--- src/pkg/acc_exec_pkg.sv ---
// Purpose: Constants for the accumulator/trap execution block
// Assumes: 16-bit opcodes, 32-bit accumulator, 16-bit program counter
// Notes:   Opcode patterns are the fixed bits that select each operation, upper bits for most, low bits too for trap and immediate XOR
package acc_exec_pkg;
	localparam int          ACC_W            = 32;
	localparam int          PC_W             = 16;
	localparam int          SHIFT_LSB        = 8;
	localparam int          SHIFT_MSB        = 11;
	localparam int          HALF_W           = 16;
	localparam logic [15:0] TRAP_OPCODE      = 16'hCE1E;
	localparam logic [15:0] TRAP_VECTOR      = 16'h001E;
	localparam logic [15:0] CLEAR_OPCODE     = 16'hCA00;
	localparam logic [7:0]  SHORT_IMM_TOP    = 8'hCA;
	localparam logic [3:0]  XOR_IMM_TOP      = 4'hD;
	localparam logic [3:0]  XOR_IMM_LOW      = 4'hE;
	localparam logic [3:0]  XOR_IMM_MID      = 4'h0;
	localparam logic [6:0]  XOR_MEM_TOP      = 7'h26;
	localparam logic [6:0]  LOAD_HIGH_TOP    = 7'h20;
	localparam logic [6:0]  LOAD_LOW_TOP     = 7'h20;
	localparam logic [6:0]  LOAD_ROUND_TOP   = 7'h3D;
	localparam logic [15:0] ROUND_HALF       = 16'h8000;
	localparam logic [31:0] ACC_RESET        = 32'h0000_0000;
	localparam logic [15:0] PC_RESET         = 16'h0000;
	localparam logic [1:0]  TRAP_CYC_RAM     = 2'h2;
	localparam logic [1:0]  TRAP_CYC_ROM     = 2'h3;
	localparam logic [1:0]  TRAP_CYC_FIRST   = 2'h1;
	localparam logic [1:0]  DEST_RAM         = 2'h0;
	localparam logic [1:0]  DEST_ROM         = 2'h1;
	localparam logic [1:0]  DEST_EXT         = 2'h2;
	typedef enum logic [2:0] {
		OP_NONE      = 3'b000,
		OP_TRAP      = 3'b001,
		OP_XOR_IMM   = 3'b010,
		OP_XOR_MEM   = 3'b011,
		OP_LOAD_IMM  = 3'b100,
		OP_LOAD_HIGH = 3'b101,
		OP_LOAD_RND  = 3'b110,
		OP_LOAD_LOW  = 3'b111
	} op_t;
endpackage

--- src/design/acc_op_decode.sv ---
// Purpose: Classify one instruction word into an operation
// Assumes: Word is stable while valid
// Notes:   Purely combinational
`timescale 1ns/1ps
`default_nettype none
module acc_op_decode (
	input  wire logic [15:0]         instr_i,
	output var acc_exec_pkg::op_t    op_o
);
	always_comb begin
		op_o = acc_exec_pkg::OP_NONE;
		if (instr_i == acc_exec_pkg::TRAP_OPCODE) begin
			op_o = acc_exec_pkg::OP_TRAP;
		end else if (instr_i[15:8] == acc_exec_pkg::SHORT_IMM_TOP) begin
			// Clear is short load of zero
			op_o = acc_exec_pkg::OP_LOAD_IMM;
		end else if (instr_i[15:12] == acc_exec_pkg::XOR_IMM_TOP && instr_i[7:4] == acc_exec_pkg::XOR_IMM_MID
				&& instr_i[3:0] == acc_exec_pkg::XOR_IMM_LOW) begin
			op_o = acc_exec_pkg::OP_XOR_IMM;
		end else if (instr_i[15:9] == acc_exec_pkg::XOR_MEM_TOP) begin
			op_o = acc_exec_pkg::OP_XOR_MEM;
		end else if (instr_i[15:9] == acc_exec_pkg::LOAD_HIGH_TOP) begin
			op_o = instr_i[8] ? acc_exec_pkg::OP_LOAD_LOW : acc_exec_pkg::OP_LOAD_HIGH;
		end else if (instr_i[15:9] == acc_exec_pkg::LOAD_ROUND_TOP) begin
			op_o = acc_exec_pkg::OP_LOAD_RND;
		end
	end
endmodule
`default_nettype wire

--- src/design/dsp_acc_load_xor_trap_exec.sv ---
// Purpose: Executes trap, XOR, clear, zero-fill and rounding loads on the accumulator
// Assumes: Decode path holds INSTR_I and the second word until ready
// Notes:   Stack itself lives outside; push and pop are strobes
//          Requests while a trap runs are dropped, not queued
//          Destination code 3 runs like on-chip ROM
//
// How it works
// - Trap loads program counter with 30
// - Trap pushes program counter plus one
// - Return pops stack into program counter
// - Trap takes 2/3/more cycles by destination
// - Immediate XOR shifts constant into accumulator
// - Bits outside shifted constant stay unchanged
// - Immediate XOR never changes accumulator MSB
// - Clear sets accumulator to zero
// - Clear decodes as short load zero
// - Low load copies word into low half
// - Low load clears upper half
// - Low load treats word as unsigned
// - Low load ignores sign-extension mode
`timescale 1ns/1ps
`default_nettype none
module dsp_acc_load_xor_trap_exec (
	input  wire logic        CLK_I,
	input  wire logic        RSTN_I,
	input  wire logic        CE_I,
	input  wire logic        INSTR_VALID_I,
	input  wire logic [15:0] INSTR_I,
	input  wire logic [15:0] SECOND_WORD_I,
	input  wire logic [15:0] DATA_I,
	input  wire logic [15:0] PC_I,
	input  wire logic        RETURN_I,
	input  wire logic [15:0] STACK_TOP_I,
	input  wire logic [1:0]  DEST_KIND_I,
	input  wire logic        EXT_READY_I,
	input  wire logic        SIGN_EXTEND_MODE_I,
	output logic             READY_O,
	output logic [31:0]      ACC_O,
	output logic [15:0]      PC_O,
	output logic             PC_LOAD_O,
	output logic             PUSH_O,
	output logic [15:0]      PUSH_DATA_O,
	output logic             POP_O
);
	typedef enum logic [1:0] {
		ST_IDLE = 2'b00,
		ST_WAIT = 2'b01,
		ST_EXT  = 2'b10
	} state_t;

	typedef struct packed {
		state_t      st;
		logic [1:0]  cnt;
		logic [31:0] acc;
		logic [15:0] pc;
		logic        pc_load;
		logic        push;
		logic [15:0] push_data;
		logic        pop;
	} regs_t;

	// Reset image; pulses must start low
	localparam regs_t RESET_STATE = '{
		st:        ST_IDLE,
		cnt:       2'h0,
		acc:       acc_exec_pkg::ACC_RESET,
		pc:        acc_exec_pkg::PC_RESET,
		pc_load:   1'b0,
		push:      1'b0,
		push_data: acc_exec_pkg::PC_RESET,
		pop:       1'b0
	};

	regs_t             q;
	regs_t             d;
	acc_exec_pkg::op_t op;
	logic [46:0]       shifted;
	logic [31:0]       xor_mask;
	logic              sx_unused;
	logic [3:0]        shift_amt;
	logic [1:0]        trap_cycles;
	logic              trap_last;
	logic              trap_ext;

	acc_op_decode u_dec (
		.instr_i (INSTR_I),
		.op_o    (op)
	);

	// Sign mode deliberately ignored by every operation here
	assign sx_unused = SIGN_EXTEND_MODE_I;

	assign shift_amt = INSTR_I[acc_exec_pkg::SHIFT_MSB:acc_exec_pkg::SHIFT_LSB];
	// Wide enough that no constant bit is lost
	assign shifted   = {31'h0000_0000, SECOND_WORD_I} << shift_amt;
	// MSB masked off for any shift
	assign xor_mask = {1'b0, shifted[30:0]};

	always_comb begin
		unique case (DEST_KIND_I)
			acc_exec_pkg::DEST_RAM: begin
				trap_cycles = acc_exec_pkg::TRAP_CYC_RAM;
			end
			acc_exec_pkg::DEST_ROM: begin
				trap_cycles = acc_exec_pkg::TRAP_CYC_ROM;
			end
			acc_exec_pkg::DEST_EXT: begin
				// External adds its memory wait after this part
				trap_cycles = acc_exec_pkg::TRAP_CYC_ROM;
			end
			default: begin
				// Unused code runs like ROM
				trap_cycles = acc_exec_pkg::TRAP_CYC_ROM;
			end
		endcase
	end
	// Counter starts at one on the trap edge itself
	assign trap_last = (q.cnt + 2'h1) >= trap_cycles;
	assign trap_ext  = (DEST_KIND_I == acc_exec_pkg::DEST_EXT);

	// Idle takes one word per enabled edge, a return first
	// Wait counts the fixed part of a trap, ext the memory wait
	always_comb begin
		d = q;
		d.pc_load = 1'b0;
		d.push    = 1'b0;
		d.pop     = 1'b0;
		unique case (q.st)
			ST_IDLE: begin
				if (RETURN_I) begin
					// Pop return address to program counter
					d.pop     = 1'b1;
					d.pc      = STACK_TOP_I;
					d.pc_load = 1'b1;
				end else if (INSTR_VALID_I) begin
					unique case (op)
						acc_exec_pkg::OP_TRAP: begin
							d.push      = 1'b1;
							d.push_data = PC_I + 16'h0001;
							d.cnt       = acc_exec_pkg::TRAP_CYC_FIRST;
							d.st        = ST_WAIT;
						end
						acc_exec_pkg::OP_XOR_IMM: begin
							// Zeros outside the constant leave bits
							d.acc = q.acc ^ xor_mask;
						end
						acc_exec_pkg::OP_XOR_MEM: begin
							d.acc = {q.acc[31:16], q.acc[15:0] ^ DATA_I};
						end
						acc_exec_pkg::OP_LOAD_IMM: begin
							d.acc = {24'h00_0000, INSTR_I[7:0]};
						end
						acc_exec_pkg::OP_LOAD_HIGH: begin
							d.acc = {DATA_I, 16'h0000};
						end
						acc_exec_pkg::OP_LOAD_RND: begin
							d.acc = {DATA_I, acc_exec_pkg::ROUND_HALF};
						end
						acc_exec_pkg::OP_LOAD_LOW: begin
							d.acc = {16'h0000, DATA_I};
						end
						acc_exec_pkg::OP_NONE: begin
							// Unknown words leave state alone
							d.acc = q.acc;
						end
					endcase
				end
			end
			ST_WAIT: begin
				if (!trap_last) begin
					d.cnt = q.cnt + 2'h1;
				end else if (trap_ext) begin
					// Fixed part done; now wait on memory
					d.st = ST_EXT;
				end else begin
					d.pc      = acc_exec_pkg::TRAP_VECTOR;
					d.pc_load = 1'b1;
					d.st      = ST_IDLE;
				end
			end
			ST_EXT: begin
				// External destination waits for memory
				if (EXT_READY_I) begin
					d.pc      = acc_exec_pkg::TRAP_VECTOR;
					d.pc_load = 1'b1;
					d.st      = ST_IDLE;
				end
			end
			default: begin
				d.st = ST_IDLE;
			end
		endcase
	end

	always_ff @(posedge CLK_I) begin
		if (!RSTN_I) begin
			q <= RESET_STATE;
		end else if (CE_I) begin
			q <= d;
		end
	end

	// Ready from state alone, so back-to-back words need no bubble
	assign READY_O     = (q.st == ST_IDLE);
	// Pulses are registered so they line up with PC_O
	assign ACC_O       = q.acc;
	assign PC_O        = q.pc;
	assign PC_LOAD_O   = q.pc_load;
	assign PUSH_O      = q.push;
	assign PUSH_DATA_O = q.push_data;
	assign POP_O       = q.pop;
endmodule
`default_nettype wire

--- config.mk ---
export PLATFORM = sky130hd
export DESIGN_NAME = dsp_acc_load_xor_trap_exec
export DESIGN_NICKNAME = d
export VERILOG_FILES = /design/src/pkg/acc_exec_pkg.sv /design/src/design/acc_op_decode.sv /design/src/design/dsp_acc_load_xor_trap_exec.sv
export SDC_FILE = /design/constraint.sdc
export NUM_CORES = 1
export LEC_CHECK = 0
export BUFFER_PORTS_ARGS = -buffer_cell sky130_fd_sc_hd__buf_2
export CORE_ASPECT_RATIO = 1.75
export CORE_MARGIN = 10
export CORE_UTILIZATION = 48
export DETAILED_ROUTE_END_ITERATION = 6
export GPL_ROUTABILITY_DRIVEN = 0
export PLACE_DENSITY = 0.78
export SLEW_MARGIN = 15
export SYNTH_ARGS = -nofsm -noshare
export SYNTH_HDL_FRONTEND = slang
export SYNTH_SLANG_ARGS = --single-unit
--- constraint.sdc ---
create_clock -name CLK_I -period 2.05 [get_ports CLK_I]
set_input_delay 0.205 -clock CLK_I [delete_from_list [all_inputs] [get_ports CLK_I]]
set_output_delay 0.205 -clock CLK_I [all_outputs]
set_load 0.03 [all_outputs]
# Yosys cells after proc, flatten, opt, wreduce, memory -nomap -nowiden
# Cells that the tools add are included.
classes:
  add_sub_neg: 2
  order_cmp: 1
  eq_ne: 25
  n_shift: 1
  mux: 28
  n_bitwise: 4
  n_reduce_logical: 15
ops:
  columns: ["op", "n"]
  rows:
  - ["$pmux W32 S6", 1]
  - ["$mux W17", 7]
  - ["$mux W36", 2]
  - ["$pmux W17 S3", 1]
  - ["$xor A32 B31 Y32", 1]
  - ["$shl A16 B4 Y31", 1]
  - ["$reduce_and A6 Y1", 4]
  - ["$eq A7 B6 Y1 const B", 3]
  - ["$mux W18", 1]
  - ["$mux W3", 6]
  - ["$add A16 B1 Y16 const B", 1]
  - ["$eq A16 B16 Y1 const B", 1]
  - ["$xor A16 B16 Y16", 1]
  - ["$ne A2 B2 Y1 const B", 7]
  - ["$eq A3 B3 Y1 const B", 4]
  - ["$mux W2", 5]
  - ["$reduce_and A5 Y1", 2]
  - ["$eq A4 B4 Y1 const B", 2]
  - ["$eq A8 B8 Y1 const B", 1]
  - ["$eq A3 B2 Y1 const B", 2]
  - ["$pmux W2 S3", 1]
  - ["$reduce_bool A6 Y1", 1]
  - ["$reduce_bool A5 Y1", 1]
  - ["$eq A2 B2 Y1 const B", 2]
  - ["14 further kinds", 18]
word_totals:
  ff_bits: 71
  input_bits: 89
  out_inout_bits: 68
  word_cells: 85

# Depth between registers and ports, before layout
depth:
  word_depth: 12
  ltp_mapped: 9
  ltp_nobuf: 8

# Modules after synthesis
# Synthesis repeated with hierarchy kept, for this count alone.
unflattened:
  hier_cells: 718
  hier_area_um2: 5610.4
modules_own_cells:
  columns: ["mod", "n_inst", "cells_each", "area_each_um2", "seq_area_each_um2"]
  rows:
  - ["dsp_acc_load_xor_trap_exec", 1, 693, 5440.2, 1421.4]
  - ["acc_op_decode", 1, 25, 170.2, 0.0]

# Least setup slack after synthesis
# Ideal clock, no wire load.
synth_path:
  kind: "in2reg"
  from: "input port INSTR_I[8]"
  to: "register q (netlist bit ACC_O[1])"
  setup_ns: 0.117
  arrival_time_ns: 2.067
  required_time_ns: 1.933
  setup_slack_ns: -0.134
  path_stages: 8
  n_path_buf: 2
  cell_sequence: "buf_2 -> or3_1 -> nor4_4 -> nor2_1 -> a21oi_2 -> buf_2 -> o21ai_0 -> a32o_1"
synth_between:
  elab_chain_cells: 9
  elab_cells_between_ends: 19
  cone_classes: "eq/ne: 8; shift: 1; mux: 7; bitwise: 1; reduce/logical: 2"
synth_lines:
  columns: ["element", "line", "text"]
  rows:
  - ["from (decl)", "dsp_acc_load_xor_trap_exec.sv:28", "input wire logic [15:0] INSTR_I,"]
  - ["$mux W2", "acc_op_decode.sv:23", "op_o = instr_i[8] ? acc_exec_pkg::OP_LOAD_LOW : acc_exec_pkg::OP_LOAD_HIGH;"]
  - ["$mux W3", "acc_op_decode.sv:22", "end else if (instr_i[15:9] == acc_exec_pkg::LOAD_HIGH_TOP) begin"]
  - ["$mux W3", "acc_op_decode.sv:20", "end else if (instr_i[15:9] == acc_exec_pkg::XOR_MEM_TOP) begin"]
  - ["$mux W3", "acc_op_decode.sv:17", "end else if (instr_i[15:12] == acc_exec_pkg::XOR_IMM_TOP && instr_i[7:4] == acc_exec_pkg::XOR_IMM_MID"]
  - ["$mux W3", "acc_op_decode.sv:14", "end else if (instr_i[15:8] == acc_exec_pkg::SHORT_IMM_TOP) begin"]
  - ["$mux W3", "acc_op_decode.sv:12", "if (instr_i == acc_exec_pkg::TRAP_OPCODE) begin"]
  - ["$eq A3 B3 Y1 or $eq A3 B2 Y1 (tied branches)", "dsp_acc_load_xor_trap_exec.sv:136", "unique case (op)"]
  - ["$reduce_bool A6 Y1 (no line)", null, null]
  - ["$reduce_and A5 Y1 (no line)", null, null]
  - ["to (signal assigned)", "dsp_acc_load_xor_trap_exec.sv:197", "q <= RESET_STATE;"]
  - ["to (signal assigned)", "dsp_acc_load_xor_trap_exec.sv:199", "q <= d;"]
  - ["to (decl)", "dsp_acc_load_xor_trap_exec.sv:74", "regs_t q;"]
# Parallel ways exist; a longest one is shown, timed or not.
# A chain may end at the register's enable or synchronous reset.

# Worst setup path in the final report
layout_path:
  from: "input port INSTR_I[9]"
  to: "register q[68] (netlist name)"
layout_between:
  elab_chain_cells: 10
  elab_cells_between_ends: 14
  cone_classes: "eq/ne: 7; mux: 6; reduce/logical: 1"
layout_lines:
  columns: ["element", "line", "text"]
  rows:
  - ["$eq A7 B6 Y1", "acc_op_decode.sv:24", "end else if (instr_i[15:9] == acc_exec_pkg::LOAD_ROUND_TOP) begin"]
  - ["$mux W3", "acc_op_decode.sv:24", null]
  - ["$mux W3", "acc_op_decode.sv:22", null]
  - ["$mux W3", "acc_op_decode.sv:20", null]
  - ["$mux W3", "acc_op_decode.sv:17", null]
  - ["$mux W3", "acc_op_decode.sv:14", null]
  - ["$mux W3 *", "acc_op_decode.sv:12", null]
  - ["$eq A3 B1 Y1 *", "dsp_acc_load_xor_trap_exec.sv:136", null]
  - ["$ne A2 B1 Y1 (no line) *", null, null]
  - ["$reduce_and A6 Y1 (no line) *", null, null]
# Mark *: on every way between the ends. The rest lies on a longest branch, timed or not.

==> flow_summary.yaml <==
setup_path:
  crit_top_cell: "buf_4"
  worst-path-max-fanout: 28
  critical-path-top-delay-family: "compound AO/OA/AOI/OAI gates"
  r2r_start: "q[70]$_SDFFE_PN0P_"
  slowest_delay_ns: 0.32
  r2r_setup_slack_ns: 0.21
  crit_path_start_kind: "input pin"
  worstSetupPathType: "input pin to flop"
  crit_required_ns: 2.26
  critPathArrivalTime_ns: 2.18
  path_buf_inv: 4
  critPathCaptureType: "flop"
  r2r_end: "ACC_O[24]$_SDFFE_PN0P_"
  rr_worst_depth: 7
  path_cells: "buf_2 -> buf_4 -> buf_4 -> nand3_1 -> nor3_1 -> buf_4 -> a31oi_1 -> a211oi_1 -> o21ai_0 -> a32o_1"
  slowest_stage: "buf_4"
synth:
  async_flop_share_pct: 0
  ys_types: 65
  syn-instance-count: 668
  synth_compound_area_share_pct: 22.3
  synthMuxAreaShare_pct: 10.5
  synth.avg_cell_area_um2: 8.10
  synth_top_area_share_pct: 26.3
  synth_top_family_by_area: "compound AO/OA/AOI/OAI gates"
  ys_seq_area_share_pct: 26.3
  synth_xor_area_share_pct: 6.48
  synth_largest_area_cell: "dfxtp_1"
  ys_warn_count: 0
  syn_nets: 759
  yosys.area_share.adder_pct: 0.463
  synth_area_leaders: "dfxtp_1 26%, buf_4 9.0%, mux4_2 5.4%, nand2_1 4.9%, xnor2_1 3.6%"
  synth_enable_flop_cells: 0
  yosys.area_share.simple_pct: 20.8
  ys_seq_elements: 71
  synth_flop_cell: "dfxtp_1"
  syn_area_um2: 5410
global_route:
  grt_pass1_wl_mm: 28.1
  overflow: 0
  antenna_found_initial: 0
  grt_usage_pct: 21.0
  first_global_vias: 5722
  grt_max_degree: 47
run_status:
  outcome: "completed"
power:
  swShare_pct: 27.2
  comb_power_share_pct: 20.1
  cellLeakagePower_nw: 2.85
  ir_drop_uv: 683
  p_seq_share_pct: 37.9
  clkPwrFrac_pct: 42.0
  p_sw_w: 0.00101
  p_per_area_nw_per_um2: 554
  p_int_w: 0.00270
final_layout:
  syn_to_final_growth_pct: 23.8
  diodes: 0
  drive_gt1_share_pct: 37.1
  final_nets: 893
  stdcell_area_um2: 6700
sta:
  slew-limit-headroom_pct: 59.7
  rsz0062_at_grt: "yes"
  finalWorstSetupSlack_ns: 0.0830
  finClkSkew_ns: 0.0106
  setup_violations: 0
  tightest_slew_ns: 0.603
  slew_viol_final: 0
  fin_crit_sh_pct: 96.0
  hold_violations: 0
  hold_slack_ns: 0.136
  min_period_ns: 1.97
  max_freq_mhz: 508
floorplanning:
  dieArea_um2: 16100
  ioPinCount: 157
  chipHeight_um: 160
  core.rowCount: 51
  coreArea_um2: 11100
  die_w_um: 100
  start_util_pct: 48.7
placed_design:
  hpwl_mm: 14.3
  portBuffers: 155
  placed_cell_area_um2: 6330
  place_ws_ns: -0.308
route:
  antenna_left: 0
  drc: 0
  drt_iter0_markers: 367
  dr.pass1.iters: 5
  drt_wl_total_mm: 17.3
  drt-wirelength-per-cell_um: 18.4
  vias_per_cell: 5.88
  num_vias: 5524
worst_hold_path:
  hp-class: "input pin to flop"
  hold-path-endpoint: "PC_O[15]$_SDFFE_PN0P_"
  hp-start: "STACK_TOP_I[15]"
  holdPathStages: 3
cts:
  clock_sinks: 71
  cts_root_buf: "clkbuf_16"
  path_clk_slew_ns: 0.06
  numCtsBuffers: 9
  cts_tree: "built"
  clock_latency_ns: 0.33
  cts_buffer_depth: 2
  htree_levels: 3
flow_run:
  max-cap-violations: 0
stage by stage:
step	total power, W	util (%)	cells	setup TNS, ns
detailed placement	0.00217	57.0	921	-9.29
global route	0.00386	60.3	939	-0.0564
finish	0.00371	60.3	939	0
floorplan	0.00187	-	668	-0.211
global placement	0.00215	57.0	921	-6.75
CTS	0.00372	59.7	937	0
how the worst max path moves through the flow:
stage | from | endpoint | slack [ns] | cells past startpoint
2_1_floorplan | INSTR_I[11] | ACC_O[8]$_SDFFE_PN0P_ | -0.04 | 8
3_3_place_gp | INSTR_I[7] | q[68]$_SDFFE_PN0P_ | -0.24 | 8
3_5_place_dp | INSTR_I[7] | q[68]$_SDFFE_PN0P_ | -0.31 | 8
4_1_cts | INSTR_I[7] | q[68]$_SDFFE_PN0P_ | 0.03 | 8
5_1_grt | INSTR_I[9] | q[68]$_SDFFE_PN0P_ | -0.03 | 10
6_report | INSTR_I[9] | q[68]$_SDFFE_PN0P_ | 0.08 | 10
cell type report:
cell class	instances	area, um2
clock inverters	6	60.1
multi-input cells	476	3340
repair buffers	230	1410
flip-flops and latches	71	1420
inverters	14	52.6
fillers	993	4410
well taps	132	165
clock buffers	10	239
layer usage:
layer | vias up | global-route usage (%) | routed length, um
li1 | 2645 | - | -
met1 | 2574 | 20.8 | 5970
met2 | 246 | 37.6 | 9120
met3 | 59 | 4.60 | 1150
met4 | 0 | 14.1 | 1080
met5 | - | 0 | 0
cells in the mapped netlist (7+ instances only):
library cell,number
dfxtp_1,71
nor2_1,50
mux2_2,10
xor2_1,18
o21ai_0,38
nand4_1,8
buf_2,14
buf_4,65
xnor2_1,22
a211oi_1,25
nor2b_1,8
a31oi_1,14
mux4_2,13
nor3_1,8
nand2_1,70
clkbuf_1,24
a21oi_1,33
a32o_1,9
mux2i_1,16
a22oi_1,7
nand3_1,24
or3_1,9
inv_1,14
layout by cell type (no fill, tap or decap), types with 13 or more instances in the layout:
cell,count
buf_2,155
dfxtp_1,71
nand2_1,70
buf_4,69
nor2_1,49
o21ai_0,38
a21oi_1,31
nand3_1,24
a211oi_1,24
xnor2_1,22
xor2_1,18
mux2i_1,16
inv_1,14
a31oi_1,14
mux4_2,13
power groups by stage:
stage | combinational [W] | clock [W] | sequential (W)
4_1_cts | 0.000734 | 0.00158 | 0.00141
3_3_place_gp | 0.000712 | 0 | 0.00144
3_5_place_dp | 0.000730 | 0 | 0.00144
2_1_floorplan | 0.000430 | 0 | 0.00144
5_1_grt | 0.000809 | 0.00165 | 0.00141
6_report | 0.000747 | 0.00156 | 0.00141
flip-flops by register name, indices dropped and copies added, names as in the netlist, named ones only:
register and cells:
q 4, PUSH_O 1, POP_O 1, ACC_O 31, PUSH_DATA_O 16, PC_O 16
PC_LOAD_O 1
logic make-up after synthesis:
| family | after synthesis |
|---|---|
| AND/OR/NAND/NOR | 220 |
| AO/OA/AOI/OAI | 175 |
| buffers and inverters | 121 |
| multiplexers | 39 |
| flip-flops | 71 |
| adder cells (fa/ha/maj) | 2 |
| XOR/XNOR | 40 |
timing repair:
action                                 in CTS  in global routing
setup endpoints to repair                   0                 14
endpoints found under the hold margin       0                  0
hold buffers                                0                  0
gates resized for setup                     0                  9
buffers inserted                            0                  2
worst register-to-register path, stage by stage, from the launching register on:
cell and delay (ns):
dfxtp_1 0.32, nor4b_2 0.33, and2_1 0.26, o21ai_0 0.23, o31ai_2 0.15, buf_4 0.23, o21ai_0 0.09, a31oi_1 0.15
(Power assumes the default switching activity.)
